### config.mk
export PLATFORM = sky130hd
export DESIGN_NAME = irq_lp_ctrl
export DESIGN_NICKNAME = d
export VERILOG_FILES = /design/src/hdl/irq_lp_pkg.sv /design/src/hdl/irq_lp_ctrl.sv
export SDC_FILE = /design/constraint.sdc
export NUM_CORES = 1
export LEC_CHECK = 0
export ABC_AREA = 1
export BUFFER_PORTS_ARGS = -buffer_cell sky130_fd_sc_hd__buf_2
export CAP_MARGIN = 25
export CORE_ASPECT_RATIO = 1.4
export CORE_MARGIN = 1.5
export CORE_UTILIZATION = 45
export CTS_CLUSTER_DIAMETER = 200
export CTS_CLUSTER_SIZE = 28
export DETAILED_ROUTE_END_ITERATION = 10
export PLACE_DENSITY = 0.7
export SLEW_MARGIN = 20
export SYNTH_ARGS = -nofsm -noshare
export SYNTH_HDL_FRONTEND = slang
export SYNTH_SLANG_ARGS = --single-unit
### constraint.sdc
create_clock -name sys_clk -period 4.35 [get_ports sys_clk]
set_input_delay 0.2175 -clock sys_clk [delete_from_list [all_inputs] [get_ports sys_clk]]
set_output_delay 0.2175 -clock sys_clk [all_outputs]
set_load 0.05 [all_outputs]
### src/hdl/irq_lp_pkg.sv
// constants, register map and encodings of the interrupt and low-power controller
package irq_lp_pkg;
  localparam int NSRC   = 11;
  localparam int IDX_W  = 4;
  localparam int ADDR_W = 3;
  localparam int DATA_W = 32;
  localparam int VEC_W  = 14;
  localparam int CTRL_W = 6;

  // register word addresses
  localparam logic [ADDR_W-1:0] OFS_MASK        = 3'h0;
  localparam logic [ADDR_W-1:0] OFS_CTRL        = 3'h1;
  localparam logic [ADDR_W-1:0] OFS_FORCE_CLEAR = 3'h2;
  localparam logic [ADDR_W-1:0] OFS_PD_FORCE    = 3'h3;
  localparam logic [ADDR_W-1:0] OFS_STATUS      = 3'h4;
  localparam logic [ADDR_W-1:0] OFS_PENDING     = 3'h5;

  // field positions
  localparam int CTRL_EDGE_LSB     = 0;
  localparam int CTRL_NEST_BIT     = 3;
  localparam int CTRL_RESTART_BIT  = 4;
  localparam int CTRL_XTAL_OFF_BIT = 5;
  localparam int FC_CLEAR_LSB      = 16;
  localparam int PD_FORCE_BIT      = 0;
  localparam int STAT_DEPTH_LSB    = 16;
  localparam int STAT_GIE_BIT      = 20;
  localparam int STAT_ACK_BIT      = 21;
  localparam int STAT_STATE_LSB    = 24;

  // reset values
  localparam logic [NSRC-1:0]   MASK_RST = 11'h000;
  localparam logic [CTRL_W-1:0] CTRL_RST = 6'h00;
  localparam logic              GIE_RST  = 1'b1;

  // sources, in priority order, highest first
  localparam logic [IDX_W-1:0] SRC_PD    = 4'h0;
  localparam logic [IDX_W-1:0] SRC_EXT2  = 4'h1;
  localparam logic [IDX_W-1:0] SRC_LVL1  = 4'h2;
  localparam logic [IDX_W-1:0] SRC_LVL0  = 4'h3;
  localparam logic [IDX_W-1:0] SRC_SA_TX = 4'h4;
  localparam logic [IDX_W-1:0] SRC_SA_RX = 4'h5;
  localparam logic [IDX_W-1:0] SRC_EDGE  = 4'h6;
  localparam logic [IDX_W-1:0] SRC_DMA   = 4'h7;
  localparam logic [IDX_W-1:0] SRC_SB_TX = 4'h8;
  localparam logic [IDX_W-1:0] SRC_SB_RX = 4'h9;
  localparam logic [IDX_W-1:0] SRC_TIMER = 4'hA;

  localparam logic [VEC_W-1:0] VEC_RESET = 14'h0000;
  localparam logic [VEC_W-1:0] VEC_PD    = 14'h002C;
  localparam logic [3:0]       STACK_LEVELS = 4'hC;

  // wake-up times in input clock cycles; input clock feeds sys_clk directly
  localparam longint SYS_HZ        = 50_000_000;
  localparam longint INCLK_HZ      = 50_000_000;
  localparam longint WAKE_RUN_INCLK  = 300;
  localparam longint WAKE_XTAL_INCLK = 4096;
  localparam longint WAKE_RUN_CYC  = (WAKE_RUN_INCLK * SYS_HZ) / INCLK_HZ;
  localparam longint WAKE_XTAL_CYC = (WAKE_XTAL_INCLK * SYS_HZ + INCLK_HZ - 1) / INCLK_HZ;
  localparam logic [11:0] WAKE_RUN_LOAD  = 12'(WAKE_RUN_CYC - 2);
  localparam logic [11:0] WAKE_XTAL_LOAD = 12'(WAKE_XTAL_CYC - 2);

  localparam logic [2:0] IDLE_PLAIN = 3'h0;

  typedef enum logic [2:0] {
    PWR_RUN  = 3'b000,
    PWR_IDLE = 3'b001,
    PWR_SLOW = 3'b010,
    PWR_PD   = 3'b011,
    PWR_WAKE = 3'b100
  } pwr_e;
endpackage
### src/hdl/irq_lp_ctrl.sv
// interrupt priority, masking, vectoring and low-power control
//
// How it works
// - fixed vectors; reset 0x0000, power-down 0x002C, then ascending to timer 0x0028
// - pending requests are ANDed with the mask, highest unmasked one is taken
// - power-down request ignores its mask position
// - a mask write blocks every interrupt for the next cycle
// - control bit picks nested or sequential handling
// - each of ext lines 0..2 is edge or level sensitive per control bit
// - edge pin latches a request which software may force or clear
// - level pins request for as long as they are held low
// - write-only force/clear register; reads give zero
// - entry pushes and return pops a twelve-level status stack
// - global enable gates all servicing, power-down included, apart from the mask
// - global servicing is enabled after reset
// - wake with clock running resumes after 300 input clocks
// - wake with oscillator stopped waits 4096 input clocks
// - power-down starts from the pin or the software force bit
// - power-down request is a nonmaskable edge interrupt; handler commits later
// - on wake, context bit selects resume or restart from reset vector
// - reset ends power-down
// - acknowledge output is high while powered down
// - idle halts until an unmasked interrupt, then services it and resumes
// - slow idle divides the core clock by 16, 32, 64 or 128
// - derived clock enable follows the same divided rate
`timescale 1ns/1ps
module irq_lp_ctrl
  import irq_lp_pkg::*;
(
  input  wire logic              sys_clk,
  input  wire logic              sys_rst,
  input  wire logic [ADDR_W-1:0] reg_addr,
  input  wire logic [DATA_W-1:0] reg_wdata,
  input  wire logic              reg_wr,
  input  wire logic              reg_rd,
  output logic      [DATA_W-1:0] reg_rdata,
  input  wire logic              ext_request_line_0_n,
  input  wire logic              ext_request_line_1_n,
  input  wire logic              ext_request_line_2_n,
  input  wire logic              edge_request_pin_n,
  input  wire logic              level_request_pin_0_n,
  input  wire logic              level_request_pin_1_n,
  input  wire logic              power_down_request_pin_n,
  input  wire logic              sa_tx_req,
  input  wire logic              sa_rx_req,
  input  wire logic              dma_req,
  input  wire logic              sb_tx_req,
  input  wire logic              sb_rx_req,
  input  wire logic              timer_req,
  input  wire logic              global_interrupt_enable_instr,
  input  wire logic              global_interrupt_disable_instr,
  input  wire logic              idle_instr,
  input  wire logic [2:0]        idle_div_code,
  input  wire logic              rti_instr,
  input  wire logic              pd_commit,
  output logic                   vector_valid,
  output logic      [VEC_W-1:0]  vector_addr,
  output logic      [3:0]        stack_level,
  output logic                   core_stall,
  output logic                   core_clk_en,
  output logic                   derived_clk_en,
  output logic                   power_down_ack,
  output logic                   context_clear
);

  typedef struct packed {
    pwr_e              state;
    logic [2:0]        div;
    logic [6:0]        cnt;
    logic [11:0]       wcnt;
    logic [NSRC-1:0]   mask;
    logic [NSRC-1:0]   pend;
    logic [NSRC-1:0]   isr;
    logic [CTRL_W-1:0] ctrl;
    logic              gie;
    logic              block;
    logic              boot;
    logic [3:0]        depth;
    logic [4:0]        pin_prev;
    logic              vec_valid;
    logic [VEC_W-1:0]  vec_addr;
    logic              clk_en;
    logic              ack;
    logic              stall;
    logic              ctx_clr;
    logic [DATA_W-1:0] rdata;
  } ctl_s;

  localparam ctl_s CTL_RST = '{state: PWR_RUN, mask: MASK_RST, ctrl: CTRL_RST,
                               gie: GIE_RST, boot: 1'b1, pin_prev: 5'h1F,
                               clk_en: 1'b1, default: '0};

  ctl_s s_q;
  ctl_s s_d;

  // {found, index} of the highest-priority set bit
  function automatic logic [IDX_W:0] pick(input logic [NSRC-1:0] v);
    pick = '0;
    for (int i = NSRC - 1; i >= 0; i--) begin
      if (v[i]) begin
        pick = {1'b1, IDX_W'(i)};
      end
    end
  endfunction

  function automatic logic [VEC_W-1:0] vector_of(input logic [IDX_W-1:0] idx);
    vector_of = (idx == SRC_PD) ? VEC_PD : VEC_W'({idx, 2'b00});
  endfunction

  logic [4:0]      pin_now;
  logic [4:0]      fall;
  logic [NSRC-1:0] lvl;
  logic [NSRC-1:0] eset;
  logic [NSRC-1:0] fc_set;
  logic [NSRC-1:0] fc_clr;
  logic [NSRC-1:0] req;
  logic [NSRC-1:0] allow;
  logic [NSRC-1:0] elig;
  logic [NSRC-1:0] svc_oh;
  logic [NSRC-1:0] rti_oh;
  logic [IDX_W:0]  pk_top;
  logic [IDX_W:0]  pk_svc;
  logic            run_ok;
  logic            svc;
  logic            pop;
  logic [6:0]      lim;
  logic [CTRL_W-1:0] ctl;

  always_comb begin
    s_d = s_q;
    ctl = s_q.ctrl;
    pin_now = {power_down_request_pin_n, edge_request_pin_n, ext_request_line_2_n,
               ext_request_line_1_n, ext_request_line_0_n};
    fall = s_q.pin_prev & ~pin_now;
    s_d.pin_prev = pin_now;
    s_d.vec_valid = 1'b0;
    s_d.ctx_clr = 1'b0;
    s_d.block = 1'b0;
    s_d.rdata = '0;
    fc_set = '0;
    fc_clr = '0;
    eset = '0;
    lvl = '0;
    lim = 7'h0F;
    eset[SRC_PD] = fall[4] && s_q.state != PWR_PD && s_q.state != PWR_WAKE;
    eset[SRC_EXT2] = ctl[CTRL_EDGE_LSB + 2] && fall[2];
    eset[SRC_SB_TX] = sb_tx_req || (ctl[CTRL_EDGE_LSB + 1] && fall[1]);
    eset[SRC_SB_RX] = sb_rx_req || (ctl[CTRL_EDGE_LSB] && fall[0]);
    lvl[SRC_EXT2] = !ctl[CTRL_EDGE_LSB + 2] && !ext_request_line_2_n;
    lvl[SRC_SB_TX] = !ctl[CTRL_EDGE_LSB + 1] && !ext_request_line_1_n;
    lvl[SRC_SB_RX] = !ctl[CTRL_EDGE_LSB] && !ext_request_line_0_n;
    eset[SRC_EDGE] = fall[3];
    lvl[SRC_LVL0] = !level_request_pin_0_n;
    lvl[SRC_LVL1] = !level_request_pin_1_n;
    eset[SRC_SA_TX] = sa_tx_req;
    eset[SRC_SA_RX] = sa_rx_req;
    eset[SRC_DMA] = dma_req;
    eset[SRC_TIMER] = timer_req;

    if (reg_wr) begin
      case (reg_addr)
        OFS_MASK: begin
          s_d.mask = reg_wdata[NSRC-1:0];
          s_d.block = 1'b1;
        end
        OFS_CTRL: s_d.ctrl = reg_wdata[CTRL_W-1:0];
        OFS_FORCE_CLEAR: begin
          fc_set = reg_wdata[NSRC-1:0];
          fc_clr = reg_wdata[FC_CLEAR_LSB +: NSRC];
        end
        OFS_PD_FORCE: eset[SRC_PD] = eset[SRC_PD] || reg_wdata[PD_FORCE_BIT];
        default: ;
      endcase
    end

    if (global_interrupt_enable_instr) begin
      s_d.gie = 1'b1;
    end else if (global_interrupt_disable_instr) begin
      s_d.gie = 1'b0;
    end

    req = s_q.pend | lvl;
    pk_top = pick(s_q.isr);
    // nested only preempts lower levels, sequential waits for none active
    for (int i = 0; i < NSRC; i++) begin
      allow[i] = (s_q.isr == '0) ||
                 (ctl[CTRL_NEST_BIT] && IDX_W'(i) < pk_top[IDX_W-1:0]);
    end
    run_ok = s_q.gie && !s_q.block && !s_q.boot && s_q.depth < STACK_LEVELS &&
             (s_q.state == PWR_RUN || s_q.state == PWR_IDLE || s_q.state == PWR_SLOW);
    // mask gate, power-down bit always passes
    elig = req & {s_q.mask[NSRC-1:1], 1'b1} & allow & {NSRC{run_ok}};
    pk_svc = pick(elig);
    svc = pk_svc[IDX_W];
    svc_oh = '0;
    if (svc) begin
      svc_oh[pk_svc[IDX_W-1:0]] = 1'b1;
    end
    pop = rti_instr && pk_top[IDX_W];
    rti_oh = '0;
    if (pop) begin
      rti_oh[pk_top[IDX_W-1:0]] = 1'b1;
    end

    // service clears latch; a new edge wins over any clear
    s_d.pend = (s_q.pend & ~fc_clr & ~svc_oh) | eset | fc_set;
    s_d.isr = (s_q.isr & ~rti_oh) | svc_oh;
    if (svc && !pop) begin
      s_d.depth = s_q.depth + 4'h1;
    end else if (!svc && pop) begin
      s_d.depth = s_q.depth - 4'h1;
    end

    if (s_q.boot) begin
      s_d.boot = 1'b0;
      s_d.vec_valid = 1'b1;
      s_d.vec_addr = VEC_RESET;
    end else if (svc) begin
      s_d.vec_valid = 1'b1;
      s_d.vec_addr = vector_of(pk_svc[IDX_W-1:0]);
    end

    case (s_q.div)
      3'h1: lim = 7'h0F;
      3'h2: lim = 7'h1F;
      3'h3: lim = 7'h3F;
      3'h4: lim = 7'h7F;
      default: lim = 7'h0F;
    endcase
    case (s_q.state)
      PWR_RUN: begin
        if (pd_commit && s_q.isr[SRC_PD]) begin
          s_d.state = PWR_PD;
        end else if (idle_instr) begin
          s_d.div = idle_div_code;
          s_d.cnt = '0;
          s_d.state = (idle_div_code == IDLE_PLAIN) ? PWR_IDLE : PWR_SLOW;
        end
      end
      PWR_IDLE: begin
        if (svc) begin
          s_d.state = PWR_RUN;
        end
      end
      PWR_SLOW: begin
        s_d.cnt = (s_q.cnt == lim) ? 7'h00 : s_q.cnt + 7'h01;
        if (svc) begin
          s_d.state = PWR_RUN;
        end
      end
      PWR_PD: begin
        if (fall[4]) begin
          s_d.state = PWR_WAKE;
          s_d.wcnt = ctl[CTRL_XTAL_OFF_BIT] ? WAKE_XTAL_LOAD : WAKE_RUN_LOAD;
        end
      end
      PWR_WAKE: begin
        if (s_q.wcnt == '0) begin
          s_d.state = PWR_RUN;
          if (ctl[CTRL_RESTART_BIT]) begin
            s_d.ctx_clr = 1'b1;
            s_d.boot = 1'b1;
            s_d.isr = '0;
            s_d.pend = '0;
            s_d.depth = '0;
          end
        end else begin
          s_d.wcnt = s_q.wcnt - 12'h001;
        end
      end
      default: s_d.state = PWR_RUN;
    endcase
    // one enable paces core and derived clocks
    case (s_d.state)
      PWR_SLOW: s_d.clk_en = (s_q.state == PWR_SLOW) && (s_q.cnt == lim);
      PWR_PD, PWR_WAKE: s_d.clk_en = 1'b0;
      default: s_d.clk_en = 1'b1;
    endcase
    s_d.ack = (s_d.state == PWR_PD) || (s_d.state == PWR_WAKE);
    s_d.stall = s_d.ack || (s_d.state == PWR_IDLE);

    if (reg_rd) begin
      case (reg_addr)
        OFS_MASK: s_d.rdata = DATA_W'(s_q.mask);
        OFS_CTRL: s_d.rdata = DATA_W'(s_q.ctrl);
        OFS_STATUS: begin
          s_d.rdata[NSRC-1:0] = s_q.isr;
          s_d.rdata[STAT_DEPTH_LSB +: 4] = s_q.depth;
          s_d.rdata[STAT_GIE_BIT] = s_q.gie;
          s_d.rdata[STAT_ACK_BIT] = s_q.ack;
          s_d.rdata[STAT_STATE_LSB +: 3] = s_q.state;
        end
        OFS_PENDING: s_d.rdata = DATA_W'(req);
        // write-only and unmapped words read zero
        default: s_d.rdata = '0;
      endcase
    end
  end
  // reset ends power-down and enables servicing
  always_ff @(posedge sys_clk) begin
    if (sys_rst) begin
      s_q <= CTL_RST;
    end else begin
      s_q <= s_d;
    end
  end

  assign reg_rdata      = s_q.rdata;
  assign vector_valid   = s_q.vec_valid;
  assign vector_addr    = s_q.vec_addr;
  assign stack_level    = s_q.depth;
  assign core_stall     = s_q.stall;
  assign core_clk_en    = s_q.clk_en;
  assign derived_clk_en = s_q.clk_en;
  assign power_down_ack = s_q.ack;
  assign context_clear  = s_q.ctx_clr;
endmodule // irq_lp_ctrl

==> results of run 1 <==
through the flow:
step	instance area, um^2	setup WS, ns
floorplan	5710	2.22
global placement	5920	1.75
detailed placement	5920	1.78
CTS	6230	1.74
global route	6230	1.46
finish	6230	1.74
power by group:
group | internal [mW] | switching, mW
Combinational | 0.129 | 0.347
Clock | 0.458 | 0.395
Sequential | 1.01 | 0.0376
Total | 1.60 | 0.780
metal layers:
layer  vias up  GRT usage (%)
met5         -              0
met4         2           9.37
met3        32           4.44
met2       172           40.5
met1      2334           24.7
li1       2581              -
Yosys cell counts, drive strengths merged (2+ instances only):
| cell type | n |
|---|---|
| a211oi | 9 |
| a21oi | 57 |
| a221oi | 13 |
| a31o | 2 |
| buf | 53 |
| clkbuf | 9 |
| clkinv | 4 |
| dfxtp | 105 |
| ha | 4 |
| inv | 131 |
| nand2 | 145 |
| nand3 | 39 |
| nand4 | 13 |
| nor2 | 93 |
| nor3 | 16 |
| nor4 | 4 |
| o211ai | 5 |
| o21ai | 48 |
| o21bai | 4 |
| o221ai | 3 |
| o22ai | 2 |
| o31ai | 4 |
| or2 | 3 |
| xnor2 | 2 |
| xor2 | 6 |
flip-flops by register name, summed over array words and instances, names as in the netlist:
name            cells
stack_level         4
reg_rdata          20
s_q                66
power_down_ack      1
vector_valid        1
context_clear       1
vector_addr         4
core_clk_en         1
ctl                 6
core_stall          1
worst paths after layout:
check	endpoint	slack, ns	depth (start not counted)
max	s_q[110]	1.74	14
min reg2reg	reg_rdata[21]	0.43	2
max reg2reg	s_q[110]	1.74	14
min	s_q[62]	0.05	2
final cells by class:
type | count | area [um^2]
Sequential cell | 105 | 2100
Inverter | 135 | 509
Fill cell | 1267 | 6030
Timing Repair Buffer | 88 | 453
Multi-Input combinational cell | 500 | 2670
Clock inverter | 7 | 83.8
Tap cell | 150 | 188
Clock buffer | 9 | 225
cell families after synthesis:
family | Yosys count
XOR/XNOR | 8
other | 1
AO/OA/AOI/OAI | 151
flip-flops | 105
buffers and inverters | 197
adder cells (fa/ha/maj) | 4
AND/OR/NAND/NOR | 315
worst reg2reg max path, cell delays in order (launching register included):
cell and delay, ns:
dfxtp_1 0.32, inv_1 0.07, ha_1 0.18, nand2_1 0.10
nor3_1 0.14, inv_1 0.07, nor2_1 0.13, inv_1 0.09
nor4_1 0.28, nor2_1 0.17, nor2_2 0.38, inv_1 0.19
nand3_1 0.12, xor2_1 0.15, a21oi_1 0.07
==> run metrics, run 1 <==
status=completed; asr flop ratio synth=0%; latest clock arrival within the worst-skew pair=between 0.3 and 0.4 ns; Synth area leaders=dfxtp_1 (37%), nand2_1 (8.6%), inv_1 (7.9%), buf_4 (6.9%), nor2_1 (5.2%); IO Pins=116; clk buf depth=2; wire length on met3=750 um; Hold Buf Count CTS=0; Area growth syn-to-layout=10.7%; Slowest cell on crit path=nor2_2; sequential area share after synthesis=37.4%; CP Launch Type=flip-flop; clk_skew=0.0129 ns; Final period util=59.9%; Syn Std Cell Area=between 5000 and 6000 um^2; met1 wire length=just under 6 mm; critical-path maximum fanout=10; met2 wire len=7.49 mm; R2R Path Start=s_q[102]; Worst Tran Pin Value=0.655 ns; Worst-path clk slew=0.08 ns; global route total overflow=0; HP Class=in -> reg; # resized after CTS=0; EDFF count, synth=0; Mapped Cells=781; WS Path Type=reg -> reg; port bufs=slightly above 80; Leakage Power=2.97 nW; largest net degree at the start of global routing=32; dpl cells=978; RSZ-0062 raised after global routing=no; Layout Utilization=50.8%; layout cells sized above 1=20.6%; fin cells=slightly below 1,000; most common cell after layout, fill and taps aside=nand2_1; slowest cell delay on critical path=0.38 ns; Num CTS Buffers=9; dpl hpwl=~11 mm; Chip Width=just under 100 um; multiplexer share of the synthesized area=0%; Synth Area in Adders=0.889%; Cell Rows=48; Die Y=between 100 and 150 um; critical path's most frequent cell=inv_1; Placer Congestion=0.963; initial detailed-routing violation count=312; prevailing post-synth register cell=dfxtp_1; vias in the first global route=roughly 4,700; min-delay src=global_interrupt_disable_instr; Final setup viols=0; # diodes=0; cell family with most CP delay=simple AND/OR/NAND/NOR gates; CP Buf/Inv Count=4; Avg Inst Size Synth=7.20 um^2; max-slew violation count=0; top cell type by total area after synthesis=dfxtp_1; Synth Area in Compound Gates=16.7%; Vias per Instance=5.15; Synth Warn #=0; maxcap violations=0; CTS tree=built; Crit. End Element=flip-flop; Routed WL=~14 mm; Crit path required time=between 4 and 5 ns; most frequent cells in the layout=nand2_1 (129), inv_1 (118), dfxtp_1 (105), buf_2 (83), nor2_1 (78); via count=approximately 5,100; largest family of logic cells by synthesized area=simple AND/OR/NAND/NOR gates; CP cell instances=inv_1, ha_1, nand2_1, nor3_1, inv_1, nor2_1, inv_1, nor4_1, nor2_1, nor2_2, inv_1, nand3_1, xor2_1, a21oi_1; Post-CTS Setup Inserts=0; Initial Util=45.9%; crit path from=s_q[102]; Max Fclk=384 MHz; first-pass GRT wire length=22.9 mm; shortest period the worst path allows=2.61 ns; Post-Synth Simple-Gate Area=roughly 27%; Max VDD drop=0.198 mV; Post-Synth XOR/XNOR Area=under 10%; DRC viols=0; pwr dens=382 nW/um^2; synth unique cells=48; die area=13,200 um^2; Hold Worst Slack=between 0.04 and 0.05 ns; TritonRoute pass-1 iters=5; final hold viol count=0; Final #Nets=903; initial antenna violation count=1; CTS root buf=clkbuf_16; Sink Count=105; total negative slack=0 ns; #FFs+latches synth=105; GRT Overall Usage=between 20 and 25%; Worst slew margin=56.3%; power consumption=2.38 mW; arrival time of the worst setup path=2.81 ns; CTS H-Tree Depth=3; top routing layer in use=met5; Synth top area share=a little under two fifths; antenna viol nets, final=0; total core area=around 12,000 um^2; wire length per cell=14.5 um
Note: power is estimated with default switching activity, not from simulation.
==> run 2, diff against run 1 <==
==> constraint.sdc (replaced) <==
create_clock -name sys_clk -period 2.5 [get_ports sys_clk]
set_input_delay 0.125 -clock sys_clk [delete_from_list [all_inputs] [get_ports sys_clk]]
set_output_delay 0.125 -clock sys_clk [all_outputs]
set_load 0.05 [all_outputs]
==> run 2 against run 1 <==
Compared with the run above: clock skew fell by 0.0025 ns; highest routed layer unchanged; register-to-register slack got worse by 1.6 ns; non-clock buffer count rose by 20; global-route usage rose by 0.74 points; largest cell class unchanged; sequential share of layout area fell by 1.3 points; setup slack got worse by 1.6 ns.
==> run metrics, run 2 (synthesis results as in run 1) <==
status=completed; dpl cells=991; port bufs=83; end of the worst hold path=s_q[53]; HP Class=in -> reg; latest clock arrival within the worst-skew pair=0.35 ns; TritonRoute pass-1 iters=4; arrival time of the worst setup path=approximately 2.6 ns; Crit path required time=2.74 ns; fin cells=1,014; maxcap violations=0; largest net degree at the start of global routing=31; Final setup viols=0; Worst slew margin=60.4%; Final period util=between 90% and 100%; clk_skew=between 0.01 and 0.015 ns; Leakage Power=between 3 and 4 nW; CP Launch Type=flip-flop; dpl hpwl=about 12 mm; R2R depth=14; setup slack, reg-to-reg=0.15 ns; R2R Path Start=s_q[70]; vias in the first global route=4,895; Cell Rows=48; Final #Nets=923; shortest period the worst path allows=2.35 ns; Worst Tran Pin Value=around 0.59 ns; via count=~5,200; Area growth syn-to-layout=15.0%; Sink Count=105; Chip Width=97.5 um; IO Pins=116; Max Fclk=425 MHz; RR Endpoint=s_q[86]; Initial Util=45.9%; Layout Utilization=52.8%; global route total overflow=0; Largest register FFs=66; initial antenna violation count=1; wire length per cell=roughly 15 um; initial detailed-routing violation count=233; CTS H-Tree Depth=3; Placer Congestion=0.919; Reg with most FFs=s_q; Routed WL=between 15 and 20 mm; clk buf depth=2; area occupied by multi-input gates=2710 um^2; total core area=12,300 um^2; pwr dens=659 nW/um^2; Worst-path clk slew=~0.070 ns; layout cells sized above 1=a little under a quarter; max-slew violation count=0; most frequent cells in the layout=nand2_1 (127), inv_1 (118), dfxtp_1 (104), buf_2 (83), nor2_1 (75); DRC viols=0; Hold Worst Slack=0.00529 ns; first-pass GRT wire length=23.7 mm; Register Area=about 2100 um^2; Die Y=around 140 um; # diodes=0; Hold Path Depth=3; most common cell after layout, fill and taps aside=nand2_1; Vias per Instance=5.09; Num CTS Buffers=9; GRT Overall Usage=between 20% and 30%; critical-path maximum fanout=8; filler cell count=1,240; WS Path Type=reg -> reg; Crit. End Element=flip-flop; power consumption=4.26 mW; die area=13,200 um^2; min-delay src=ext_request_line_2_n; CTS tree=built; antenna viol nets, final=0; final hold viol count=0; Max VDD drop=0.330 mV; CTS root buf=clkbuf_16
==> run 2: per-stage QoR <==
step                TNS [ns]  cell area [um^2]  setup WS [ns]
CTS                        0              6400         0.0916
global route        -0.00211              6470       -0.00211
finish                     0              6470          0.149
global placement           0              6030          0.192
detailed placement         0              6030          0.133
floorplan                  0              5710          0.367
==> run 2: power breakdown <==
| group | switching (mW) | internal [mW] | leakage, nW |
|---|---|---|---|
| sequential | 0.0602 | 1.76 | 0.856 |
| combinational | 0.629 | 0.260 | 2.08 |
| clock | 0.667 | 0.889 | 0.158 |
==> run 2: repair_timing <==
item,CTS,global route
hold endpoints to repair,4,0
setup buffers,0,2
hold buffers,5,0
setup endpoints to repair,0,22
resized for setup,0,13
==> run 2: final cells by class <==
cell class	count	area share (%)
clock buffer	9	3.48
clock inverter	7	1.57
inverter	135	7.91
multi-input combinational	500	41.9
sequential	105	32.5
tap	150	2.90
timing repair buffer	108	9.71
==> run 2: worst max-delay path, stage by stage (launching register included) <==
cell	delay [ns]
dfxtp_1	0.37
nor2_4	0.18
nand2_4	0.09
nor2_4	0.16
o21ai_4	0.13
nand2_2	0.11
inv_2	0.05
or3_4	0.34
nand2_4	0.09
nor2_4	0.06
nor2_2	0.25
buf_4	0.16
nand3_2	0.10
nand2_1	0.07
a21oi_1	0.07
==> run 2: routing by layer <==
| layer | GRT usage (%) | vias to the layer above | wire length (um) |
|---|---|---|---|
| li1 | - | 2620 | - |
| met1 | 25.4 | 2375 | 6120 |
| met2 | 42.2 | 127 | 7920 |
| met3 | 3.56 | 42 | 533 |
| met4 | 10.6 | 2 | 510 |
| met5 | 0 | - | 10 |
==> run 2: worst max path at each step <==
stage	from	endpoint	slack [ns]	depth (start not counted)
2_1_floorplan	s_q[102]	s_q[110]	0.37	14
3_3_place_gp	s_q[70]	s_q[87]	0.19	13
3_5_place_dp	s_q[77]	core_clk_en	0.13	21
4_1_cts	s_q[77]	core_clk_en	0.09	21
5_1_grt	s_q[70]	s_q[87]	-0.002	13
6_report	s_q[70]	s_q[86]	0.15	14
